### config.mk
export PLATFORM = sky130hd
export DESIGN_NAME = spio_port
export DESIGN_NICKNAME = d
export VERILOG_FILES = /design/src/spio_pkg.sv /design/src/spio_change_detect.sv /design/src/spio_port.sv
export SDC_FILE = /design/constraint.sdc
export NUM_CORES = 1
export LEC_CHECK = 0
export ABC_AREA = 1
export BUFFER_PORTS_ARGS = -buffer_cell sky130_fd_sc_hd__buf_4
export CORE_ASPECT_RATIO = 1.4
export CORE_MARGIN = 10
export CORE_UTILIZATION = 55
export DETAILED_ROUTE_END_ITERATION = 8
export PLACE_DENSITY = 0.84
export SYNTH_ARGS = -nofsm -noshare
export SYNTH_HDL_FRONTEND = slang
export SYNTH_SLANG_ARGS = --single-unit
### constraint.sdc
create_clock -name pclk -period 3.91 [get_ports pclk]
set_input_delay 0.782 -clock pclk [delete_from_list [all_inputs] [get_ports pclk]]
set_output_delay 0.782 -clock pclk [all_outputs]
set_load 0.005 [all_outputs]
### src/spio_pkg.sv
package spio_pkg;
   // register word offsets, byte addresses on the apb bus
   localparam logic [7:0] OFF_DIRECTION   = 8'h00;
   localparam logic [7:0] OFF_LATCH       = 8'h04;
   localparam logic [7:0] OFF_PIN_SAMPLE  = 8'h08;
   localparam logic [7:0] OFF_OPEN_DRAIN  = 8'h0C;
   localparam logic [7:0] OFF_ANALOG      = 8'h10;
   localparam logic [7:0] OFF_CHANGE_EN   = 8'h14;
   localparam logic [7:0] OFF_PULLUP      = 8'h18;
   localparam logic [7:0] OFF_PULLDOWN    = 8'h1C;
   localparam logic [7:0] OFF_SLEW_HIGH   = 8'h20;
   localparam logic [7:0] OFF_SLEW_LOW    = 8'h24;
   localparam logic [7:0] OFF_CHANGE_STAT = 8'h28;
   // reset values
   localparam logic [15:0] RST_DIRECTION  = 16'hFFFF;
   localparam logic [15:0] RST_ANALOG     = 16'h0FFF;
   localparam logic [15:0] RST_ZERO       = 16'h0000;
   // slew codes
   typedef enum logic [1:0] {
      SPIO_SLEW_FASTEST = 2'b00,
      SPIO_SLEW_X4      = 2'b01,
      SPIO_SLEW_X8      = 2'b10,
      SPIO_SLEW_X16     = 2'b11
   } spio_slew_t;
   // pad-side control bundle for one port
   typedef struct packed {
      logic [15:0] out_data;
      logic [15:0] out_en;
      logic [15:0] pull_up;
      logic [15:0] pull_down;
      logic [15:0] analog;
   } spio_pad_t;
   // peripheral ownership bundle
   typedef struct packed {
      logic [15:0] owns;
      logic [15:0] data;
      logic [15:0] oe;
   } spio_periph_t;
endpackage

### src/spio_change_detect.sv
`timescale 1ns/10ps
// change detector: sticky flag per pin when the level differs from the last one
module spio_change_detect #(
   parameter int WIDTH = 16
) (
   input  wire logic             pclk,
   input  wire logic             presetn,
   input  wire logic [WIDTH-1:0] level,
   input  wire logic [WIDTH-1:0] enable,
   input  wire logic [WIDTH-1:0] clear,
   output logic      [WIDTH-1:0] pending
);
   logic [WIDTH-1:0] prev_r;   // previously captured level
   logic [WIDTH-1:0] seen;     // change seen this cycle on an enabled pin

   assign seen = (level ^ prev_r) & enable;

   // capture the level every cycle
   always_ff @(posedge pclk or negedge presetn) begin
      if (!presetn) begin
         prev_r <= '0;
      end else begin
         prev_r <= level;
      end
   end

   // sticky pending, set wins over clear
   always_ff @(posedge pclk or negedge presetn) begin
      if (!presetn) begin
         pending <= '0;
      end else begin
         pending <= (pending & ~clear) | seen;
      end
   end
endmodule

### src/spio_port.sv
`timescale 1ns/10ps
// Operation
// active peripheral owns pin output, still readable
// idle peripheral leaves pin to port
// port output never loops into peripheral
// direction bit one is input
// reset makes every pin input
// latch reads latch, sample reads pins
// unimplemented bits disabled, read zero, code resets analog select to RST_ANALOG without IMPL_MASK
// open drain only pulls low
// analog select resets to all ones, code resets it to RST_ANALOG, 16'h0FFF, pins 0 to 11 only
// software sets analog and direction together
// software clears analog before digital use
// output still driven while analog set
// analog inputs read zero in sample
// software waits one cycle before reading
// change on enabled pins raises request
// per pin change enable bit
// separate weak pull up, down enables
// software disables pulls on outputs
// two bit slew from two registers
// slew codes fastest, x4, x8, x16
// input only sharing keeps port control
// compare level, latch pending on difference
module spio_port #(
   parameter int          WIDTH     = 16,        // pins in this port
   parameter logic [15:0] IMPL_MASK = 16'hFFFF,  // implemented pins
   parameter logic [15:0] OUT_SHARE = 16'h0000   // pins with an output peripheral
) (
   input  wire logic                 pclk,
   input  wire logic                 presetn,
   input  wire logic                 psel,
   input  wire logic                 penable,
   input  wire logic                 pwrite,
   input  wire logic [7:0]           paddr,
   input  wire logic [31:0]          pwdata,
   input  wire logic [3:0]           pstrb,
   output logic      [31:0]          prdata,
   output logic                      pready,
   output logic                      pslverr,
   input  wire logic [WIDTH-1:0]     pin_in,
   output logic      [WIDTH-1:0]     pin_out,
   output logic      [WIDTH-1:0]     pin_oe,
   output spio_pkg::spio_pad_t       pad_ctl,
   output logic      [2*WIDTH-1:0]   pad_slew,
   input  spio_pkg::spio_periph_t    periph_ctl,
   output logic      [WIDTH-1:0]     periph_in,
   output logic                      change_irq
);
   logic [15:0] pin_direction_r;           // one means input
   logic [15:0] output_latch_r;            // port output data
   logic [15:0] open_drain_select_r;       // open drain per pin
   logic [15:0] analog_select_r;           // analog mode per pin
   logic [15:0] change_interrupt_enable_r; // change enables
   logic [15:0] weak_pullup_enable_r;      // pull-up enables
   logic [15:0] weak_pulldown_enable_r;    // pull-down enables
   logic [15:0] slew_select_high_r;        // slew code msb
   logic [15:0] slew_select_low_r;         // slew code lsb
   logic [15:0] pin_sync_r;                // sampled pin levels
   logic [15:0] pending;                   // sticky change flags
   logic [15:0] change_clear;              // clear pulse from software
   logic [15:0] own;                       // peripheral owns output
   logic [15:0] drv_data;                  // muxed output data
   logic [15:0] drv_en;                    // muxed output enable
   logic [15:0] pin_in_w;                  // pins widened to 16
   logic [15:0] rd_mux;                    // read data before flop
   logic        wr_en;                     // write commits
   logic        rd_en;                     // read commits
   logic        addr_ok;                   // mapped address

   // merge a 16-bit write under byte strobes, unimplemented bits stay zero
   function automatic logic [15:0] wr16(input logic [15:0] old, input logic [31:0] d,
                                        input logic [3:0] s);
      logic [15:0] r;
      r = old;
      if (s[0]) begin
         r[7:0] = d[7:0];
      end
      if (s[1]) begin
         r[15:8] = d[15:8];
      end
      return r & IMPL_MASK;
   endfunction

   // apb access phase decode, zero wait states
   assign wr_en   = psel & penable & pwrite;
   assign rd_en   = psel & penable & ~pwrite;
   assign pready  = 1'b1;
   assign pslverr = psel & penable & ~addr_ok;
   assign pin_in_w = 16'(pin_in);

   // address decode
   always_comb begin
      case (paddr)
         spio_pkg::OFF_DIRECTION, spio_pkg::OFF_LATCH, spio_pkg::OFF_PIN_SAMPLE,
         spio_pkg::OFF_OPEN_DRAIN, spio_pkg::OFF_ANALOG, spio_pkg::OFF_CHANGE_EN,
         spio_pkg::OFF_PULLUP, spio_pkg::OFF_PULLDOWN, spio_pkg::OFF_SLEW_HIGH,
         spio_pkg::OFF_SLEW_LOW, spio_pkg::OFF_CHANGE_STAT: begin
            addr_ok = 1'b1;
         end
         default: begin
            addr_ok = 1'b0;
         end
      endcase
   end

   // direction register, all implemented pins inputs after reset
   always_ff @(posedge pclk or negedge presetn) begin
      if (!presetn) begin
         pin_direction_r <= spio_pkg::RST_DIRECTION & IMPL_MASK;
      end else if (wr_en && paddr == spio_pkg::OFF_DIRECTION) begin
         pin_direction_r <= wr16(pin_direction_r, pwdata, pstrb);
      end
   end

   // output latch, written through either latch or sample offset
   always_ff @(posedge pclk or negedge presetn) begin
      if (!presetn) begin
         output_latch_r <= spio_pkg::RST_ZERO;
      end else if (wr_en && (paddr == spio_pkg::OFF_LATCH ||
                             paddr == spio_pkg::OFF_PIN_SAMPLE)) begin
         output_latch_r <= wr16(output_latch_r, pwdata, pstrb);
      end
   end

   // open drain select
   always_ff @(posedge pclk or negedge presetn) begin
      if (!presetn) begin
         open_drain_select_r <= spio_pkg::RST_ZERO;
      end else if (wr_en && paddr == spio_pkg::OFF_OPEN_DRAIN) begin
         open_drain_select_r <= wr16(open_drain_select_r, pwdata, pstrb);
      end
   end

   // analog select, pins 0 to 11 in analog mode after reset
   always_ff @(posedge pclk or negedge presetn) begin
      if (!presetn) begin
         analog_select_r <= spio_pkg::RST_ANALOG;
      end else if (wr_en && paddr == spio_pkg::OFF_ANALOG) begin
         analog_select_r <= wr16(analog_select_r, pwdata, pstrb);
      end
   end

   // change interrupt enables
   always_ff @(posedge pclk or negedge presetn) begin
      if (!presetn) begin
         change_interrupt_enable_r <= spio_pkg::RST_ZERO;
      end else if (wr_en && paddr == spio_pkg::OFF_CHANGE_EN) begin
         change_interrupt_enable_r <= wr16(change_interrupt_enable_r, pwdata, pstrb);
      end
   end

   // weak pull enables, one register each
   always_ff @(posedge pclk or negedge presetn) begin
      if (!presetn) begin
         weak_pullup_enable_r   <= spio_pkg::RST_ZERO;
         weak_pulldown_enable_r <= spio_pkg::RST_ZERO;
      end else begin
         if (wr_en && paddr == spio_pkg::OFF_PULLUP) begin
            weak_pullup_enable_r <= wr16(weak_pullup_enable_r, pwdata, pstrb);
         end
         if (wr_en && paddr == spio_pkg::OFF_PULLDOWN) begin
            weak_pulldown_enable_r <= wr16(weak_pulldown_enable_r, pwdata, pstrb);
         end
      end
   end

   // slew code halves
   always_ff @(posedge pclk or negedge presetn) begin
      if (!presetn) begin
         slew_select_high_r <= spio_pkg::RST_ZERO;
         slew_select_low_r  <= spio_pkg::RST_ZERO;
      end else begin
         if (wr_en && paddr == spio_pkg::OFF_SLEW_HIGH) begin
            slew_select_high_r <= wr16(slew_select_high_r, pwdata, pstrb);
         end
         if (wr_en && paddr == spio_pkg::OFF_SLEW_LOW) begin
            slew_select_low_r <= wr16(slew_select_low_r, pwdata, pstrb);
         end
      end
   end

   // pin sample register, inputs treated as synchronous
   always_ff @(posedge pclk or negedge presetn) begin
      if (!presetn) begin
         pin_sync_r <= spio_pkg::RST_ZERO;
      end else begin
         pin_sync_r <= pin_in_w & IMPL_MASK;
      end
   end

   // output ownership: only output-capable sharing peripherals take the pin
   assign own = periph_ctl.owns & periph_ctl.oe & OUT_SHARE;

   // output mux, open drain only drives while the data is low
   always_comb begin
      for (int i = 0; i < 16; i++) begin
         if (own[i]) begin
            drv_data[i] = periph_ctl.data[i];
            drv_en[i]   = 1'b1;
         end else begin
            drv_data[i] = output_latch_r[i];
            drv_en[i]   = ~pin_direction_r[i];
         end
         if (open_drain_select_r[i]) begin
            drv_en[i]   = drv_en[i] & ~drv_data[i];
            drv_data[i] = 1'b0;
         end
      end
      drv_en = drv_en & IMPL_MASK;
   end

   assign pin_out = drv_data[WIDTH-1:0];
   assign pin_oe  = drv_en[WIDTH-1:0];

   // peripheral input sees the pad unless the port itself drives the pin
   assign periph_in = (pin_in_w[WIDTH-1:0] & ~(drv_en[WIDTH-1:0] & ~own[WIDTH-1:0]));

   // pad bundle
   assign pad_ctl.out_data  = drv_data;
   assign pad_ctl.out_en    = drv_en;
   assign pad_ctl.pull_up   = weak_pullup_enable_r;
   assign pad_ctl.pull_down = weak_pulldown_enable_r;
   assign pad_ctl.analog    = analog_select_r;

   // slew code per pin, high bit from one register and low from the other
   always_comb begin
      for (int i = 0; i < WIDTH; i++) begin
         pad_slew[2*i +: 2] = {slew_select_high_r[i], slew_select_low_r[i]};
      end
   end

   // change status cleared by writing ones to it
   assign change_clear = (wr_en && paddr == spio_pkg::OFF_CHANGE_STAT) ?
                         pwdata[15:0] : 16'h0000;

   // change detector on the sampled pin levels
   spio_change_detect #(
      .WIDTH (16)
   ) u_detect (
      .pclk    (pclk),
      .presetn (presetn),
      .level   (pin_sync_r),
      .enable  (change_interrupt_enable_r),
      .clear   (change_clear),
      .pending (pending)
   );

   // request to the processor, a level while any flag stands
   assign change_irq = |pending;

   // read mux
   always_comb begin
      case (paddr)
         spio_pkg::OFF_DIRECTION:   rd_mux = pin_direction_r;
         spio_pkg::OFF_LATCH:       rd_mux = output_latch_r;
         spio_pkg::OFF_PIN_SAMPLE:  rd_mux = pin_sync_r &
                                            ~(analog_select_r & pin_direction_r);
         spio_pkg::OFF_OPEN_DRAIN:  rd_mux = open_drain_select_r;
         spio_pkg::OFF_ANALOG:      rd_mux = analog_select_r;
         spio_pkg::OFF_CHANGE_EN:   rd_mux = change_interrupt_enable_r;
         spio_pkg::OFF_PULLUP:      rd_mux = weak_pullup_enable_r;
         spio_pkg::OFF_PULLDOWN:    rd_mux = weak_pulldown_enable_r;
         spio_pkg::OFF_SLEW_HIGH:   rd_mux = slew_select_high_r;
         spio_pkg::OFF_SLEW_LOW:    rd_mux = slew_select_low_r;
         spio_pkg::OFF_CHANGE_STAT: rd_mux = pending;
         default:                   rd_mux = 16'h0000;
      endcase
   end

   // read data comes from a flop, updated at setup so access phase sees it
   always_ff @(posedge pclk or negedge presetn) begin
      if (!presetn) begin
         prdata <= 32'h0000_0000;
      end else if (psel && !penable && !pwrite) begin
         prdata <= {16'h0000, rd_mux};
      end
   end
endmodule

-- Word level (Yosys, flattened, before mapping)
Cells that the tools add are included.
- register bits after elaboration: 208
- bits of input ports: 113
- output and inout bits: 195
- equality and inequality tests: 10
- multiplexer cells: 35
- bitwise operators: 62
- reductions and logical operators: 36
- operator list (operator ; count):
    one-hot mux 16 bit (11 select lines) ; 1
    bitwise AND 16 bit ; 5
    inverter 16 bit ; 3
    AND reduction 2 bit ; 18
    two-way mux 1 bit ; 33
    inverter 1 bit ; 33
    equality test 8 x 5 -> 1 bit (second input constant) ; 4
    equality test 8 x 6 -> 1 bit (second input constant) ; 3
    bitwise AND 1 bit ; 19
    equality test 8 x 4 -> 1 bit (second input constant) ; 2
    two-way mux 16 bit ; 1
    bitwise OR 16 bit ; 1
    OR reduction 16 bit ; 1
    XOR 16 bit ; 1
    logical AND 1 bit ; 12
    OR reduction 11 bit ; 1
    equality test 8 x 3 -> 1 bit (second input constant) ; 1
    logical NOT 8 bit ; 1
    logical NOT 1 bit ; 2
    logical OR 1 bit ; 1

-- Longest topological paths before layout
- depth in word-level cells: 7
- depth in mapped cells: 11
- mapped depth without buffers: 9

-- Cells and area by module
A second synthesis with hierarchy kept.
- cell total of the unflattened synthesis: 1328
- area total of the unflattened synthesis: 10530.1 um^2
- by module, submodules not included (module ; times used ; cells an instance ; area an instance (um^2) ; seq. area each (um^2)):
    spio_port ; 1 ; 1168 ; 9228.9 ; 4439.3
    spio_change_detect ; 1 ; 160 ; 1301.2 ; 800.8

-- Least setup slack after synthesis
OpenSTA, ideal clock, no wires.
- path kind: in2out
- start: in paddr[0]
- end: out pslverr
- arrival time: 1.673 ns
- required time: 3.128 ns
- path slack: 1.455 ns
- cell stages on the path: 8
- path buffers: 1
- cell sequence: inv_1 -> nand2_2 -> nor2_2 -> buf_6 -> and2_4 -> nor3_1 -> nand3_1 -> nor2_1
- cells in the longest elaborated chain, start to end: 5
- elaborated cells on any way between the ends: 15
- RTL lines (what ; RTL line ; RTL):
    start: declaration ; spio_port.sv:35 ; input wire logic [7:0] paddr,
    equality test 8 x 3 -> 1 bit (tied with other cells) ; spio_port.sv:94 ; case (paddr)
    OR reduction 11 bit * ; spio_port.sv:94 ;
    two-way mux 1 bit * ; spio_port.sv:94 ;
    inverter 1 bit * ; spio_port.sv:89 ; assign pslverr = psel & penable & ~addr_ok;
    bitwise AND 1 bit * ; spio_port.sv:89 ;
    end: declaration ; spio_port.sv:40 ; output logic pslverr,
Every way passes the cells marked *; elsewhere a longest branch is shown, timed or not.

-- Final worst setup path
- start: in paddr[6]
- end: out pslverr
The elaborated chain is that of the path after synthesis.

==> metrics.csv <==
stage,metric,value,unit
synthesis,Yosys reg bits,208,
routing,drc violations,0,
cts,post_cts resized,0,
job,Max-cap violations,0,
floorplan,# IOs,308,
placed_design,Port-buffer cells,224,
synthesis,Syn Area/Cell,8.37,sq um
timing,Tcrit/Tclk final,78.1,%
critical_path,"Data arrival, critical path",2.27,ns
cts,postcts setup bufs,0,
grt,first-pass GRT wire length,51.0,mm
floorplan,Die W,137,microns
cts,CTS tree,done,
synthesis,Post-synth EDFFs,0,
cells_and_area,"commonest cells after routing, fill and taps aside","335 x nand2_1, 237 x buf_4, 180 x dfrtp_1",
critical_path,critical-path maximum fanout,21,
timing,final number of hold-violating endpoints,0,
cells_and_area,NumNets Final,1547,
grt,Congestion Overflow GR,0,
timing,number of slew-limit violations in the final report,0,
timing,setup TNS,0,ns
critical_path,crit end category,output port,
synthesis,Synth cell types,32,
floorplan,Starting Density,56.3,%
grt,Tot GR Track Use,25.5,%
outcome,status,finished clean,
cells_and_area,share of cells above drive strength 1,26.7,%
timing,final setup violation count,0,
synthesis,"Cell Area, Synth",10600,sq um
power,leakage,6.38,nW
synthesis,Syn. warnings,0,
critical_path,cells on worst reg2reg path,7,
power,worst vdd ir,0.314,mV
cts,clock root buffer,clkbuf_16,
cells_and_area,register area,5240,sq um
timing,Tmin final,3.05,ns
cells_and_area,fill cell count,1528,
critical_path,startpoint types,input port,
grt,vias in the first global route,9480,
timing,Worst-Margin Slew,0.841,ns
timing,slack of the critical path,0.855,ns
routing,routed len/inst,19.5,microns
grt,initial antenna violation count,1,
critical_path,r2r endpoint,prdata[5]$_DFFE_PN0P_,
cells_and_area,fin cells,1692,
placed_design,placed insts,1655,
cts,CTS sink cnt,208,
grt,largest net degree at the start of global routing,105,
power,Pwr Density,351,nW/um^2
floorplan,die footprint,25200,sq um
critical_path,critical path type,in -> out,
worst_hold_path,Hold WC Path Type,in -> async,
cells_and_area,Layout area overhead,19.5,%
cells_and_area,ant diodes,0,
timing,RSZ-0062 raised after global routing,no,
synthesis,asr flop ratio synth,100,%
timing,Slew headroom,44.0,%
timing,Fmax,0.327,GHz
critical_path,r2r startpoint,analog_select_r[5]$_DFFE_PN1P_,
routing,Initial DRT Pass Iterations,6,
routing,post-route ant nets,0,
critical_path,Critical Path RT,3.13,ns
synthesis,top_reg_cell synth,dfrtp_1,
placed_design,GPL Wtd Cong,0.933,
routing,DR vias,9497,
floorplan,number of cell rows,59,
synthesis,Gate Count Post-Synth,1262,
critical_path,"setup slack, reg-to-reg",2.54,ns
timing,Clock Skew,0.00701,ns
floorplan,Core Area,18800,sq um
routing,Vias/cell,5.61,
cts,H-tree depth,1,
cts,hold-fix buffers at CTS,0,
cts,Clock transition at path regs,0.06,ns
placed_design,hpwl dp,23.7,mm
cells_and_area,"most common cell after layout, fill and taps aside",nand2_1,
cells_and_area,Multi-input gate area,4260,sq um
cts,Clock Path Buffers,3,
routing,Post-Route WL,33.1,mm
cts,Inserted Clock Buffers,21,
cts,clock latency on the worst-skew pair,0.49,ns
synthesis,"Seq/Total Area, Yosys",49.6,%
routing,DRC marker count from the first detailed-route iteration,1109,
placed_design,Setup Slack @ Placement,0.899,ns
floorplan,die extent in y,184,microns
-- sequential cells by signal, indices dropped and copies added (netlist names) --
register                   cells
analog_select_r               16
change_interrupt_enable_r     16
open_drain_select_r           16
output_latch_r                16
pin_direction_r               16
pin_sync_r                    16
prdata                        16
slew_select_high_r            16
slew_select_low_r             16
u_detect.pending              16
u_detect.prev_r               16
weak_pulldown_enable_r        16
weak_pullup_enable_r          16
-- through the flow --
stage / area, sq um / utilization [%] / power (W) / hold WS [ns]
final: 12600 / 67.3 / 0.00443 / 0.401
after global routing: 12600 / 67.3 / 0.00456 / 0.397
after global placement: 12000 / 63.8 / 0.00252 / 0.416
after CTS: 12600 / 67.3 / 0.00444 / 0.392
after floorplan: 10600 / - / 0.00239 / 0.383
after detailed placement: 12000 / 63.8 / 0.00253 / 0.417
-- final cells by class --
class                   count  area share [%]
well taps                 244            2.42
clock inverters             2          0.0793
repair buffers            240            14.5
inverters                  86            2.56
multi-input cells         877            33.7
clock buffers              35            5.14
flip-flops and latches    208            41.5
-- worst max-delay path by stage --
stage | from | endpoint | slack (ns) | cells after the start
floorplan | paddr[0] | pslverr | 1.45 | 8
global placement | paddr[0] | pslverr | 0.97 | 10
finish | paddr[6] | pslverr | 0.86 | 10
CTS | paddr[0] | pslverr | 0.90 | 10
global route | paddr[6] | pslverr | 0.78 | 10
detailed placement | paddr[0] | pslverr | 0.90 | 10
-- critical path, cell delays in order --
cell,delay [ns]
buf_4,0.09
inv_1,0.04
nand2_2,0.14
nor2_4,0.06
buf_4,0.21
and2_2,0.26
nor3_1,0.24
nand3_1,0.20
nor2_1,0.13
buf_4,0.12
-- Yosys cell counts, types with 2 or more instances --
master	n	area share [%]
nand2_1	335	12
nor4_1	4	0.24
o21ai_2	41	3.4
nand2_2	9	0.53
nand3_4	11	1.8
dfstp_2	28	7.0
o21ai_0	64	3.0
nor3_1	2	0.095
inv_1	78	2.8
buf_2	22	1.0
a21boi_0	4	0.28
nor2_1	102	3.6
buf_6	17	1.8
clkbuf_1	3	0.11
nor2_4	3	0.32
dfrtp_1	180	43
nand3_2	7	0.66
nor2_2	3	0.18
o21ai_1	87	4.1
nand3_1	164	7.8
conb_1	2	0.071
nor3_2	2	0.19
buf_4	63	4.5
a21oi_1	16	0.76
inv_2	8	0.28
-- power by group --
group	total, W	switching [W]	internal, W
combinational	0.000266	0.000182	0.0000836
clock	0.00194	0.000816	0.00112
sequential	0.00222	0.0000341	0.00219
total	0.00443	0.00103	0.00340
-- layer usage --
layer | up-vias | global-route usage, % | share of wire, %
li1 | 4397 | - | -
met1 | 4470 | 28.0 | 34
met2 | 507 | 43.4 | 50
met3 | 121 | 5.80 | 9.4
met4 | 2 | 16.1 | 6.4
met5 | - | 0 | 0.042
-- logic make-up (layout without fill, tap and decap cells) --
group	Yosys count	count (layout)	synth area share (%)
AND/OR/NAND/NOR	648	648	28.0
AO/OA/AOI/OAI	212	212	11.6
buffers and inverters	192	363	10.7
flip-flops	208	208	49.6
other	2	17	0.0711
(Power assumes the default switching activity.)
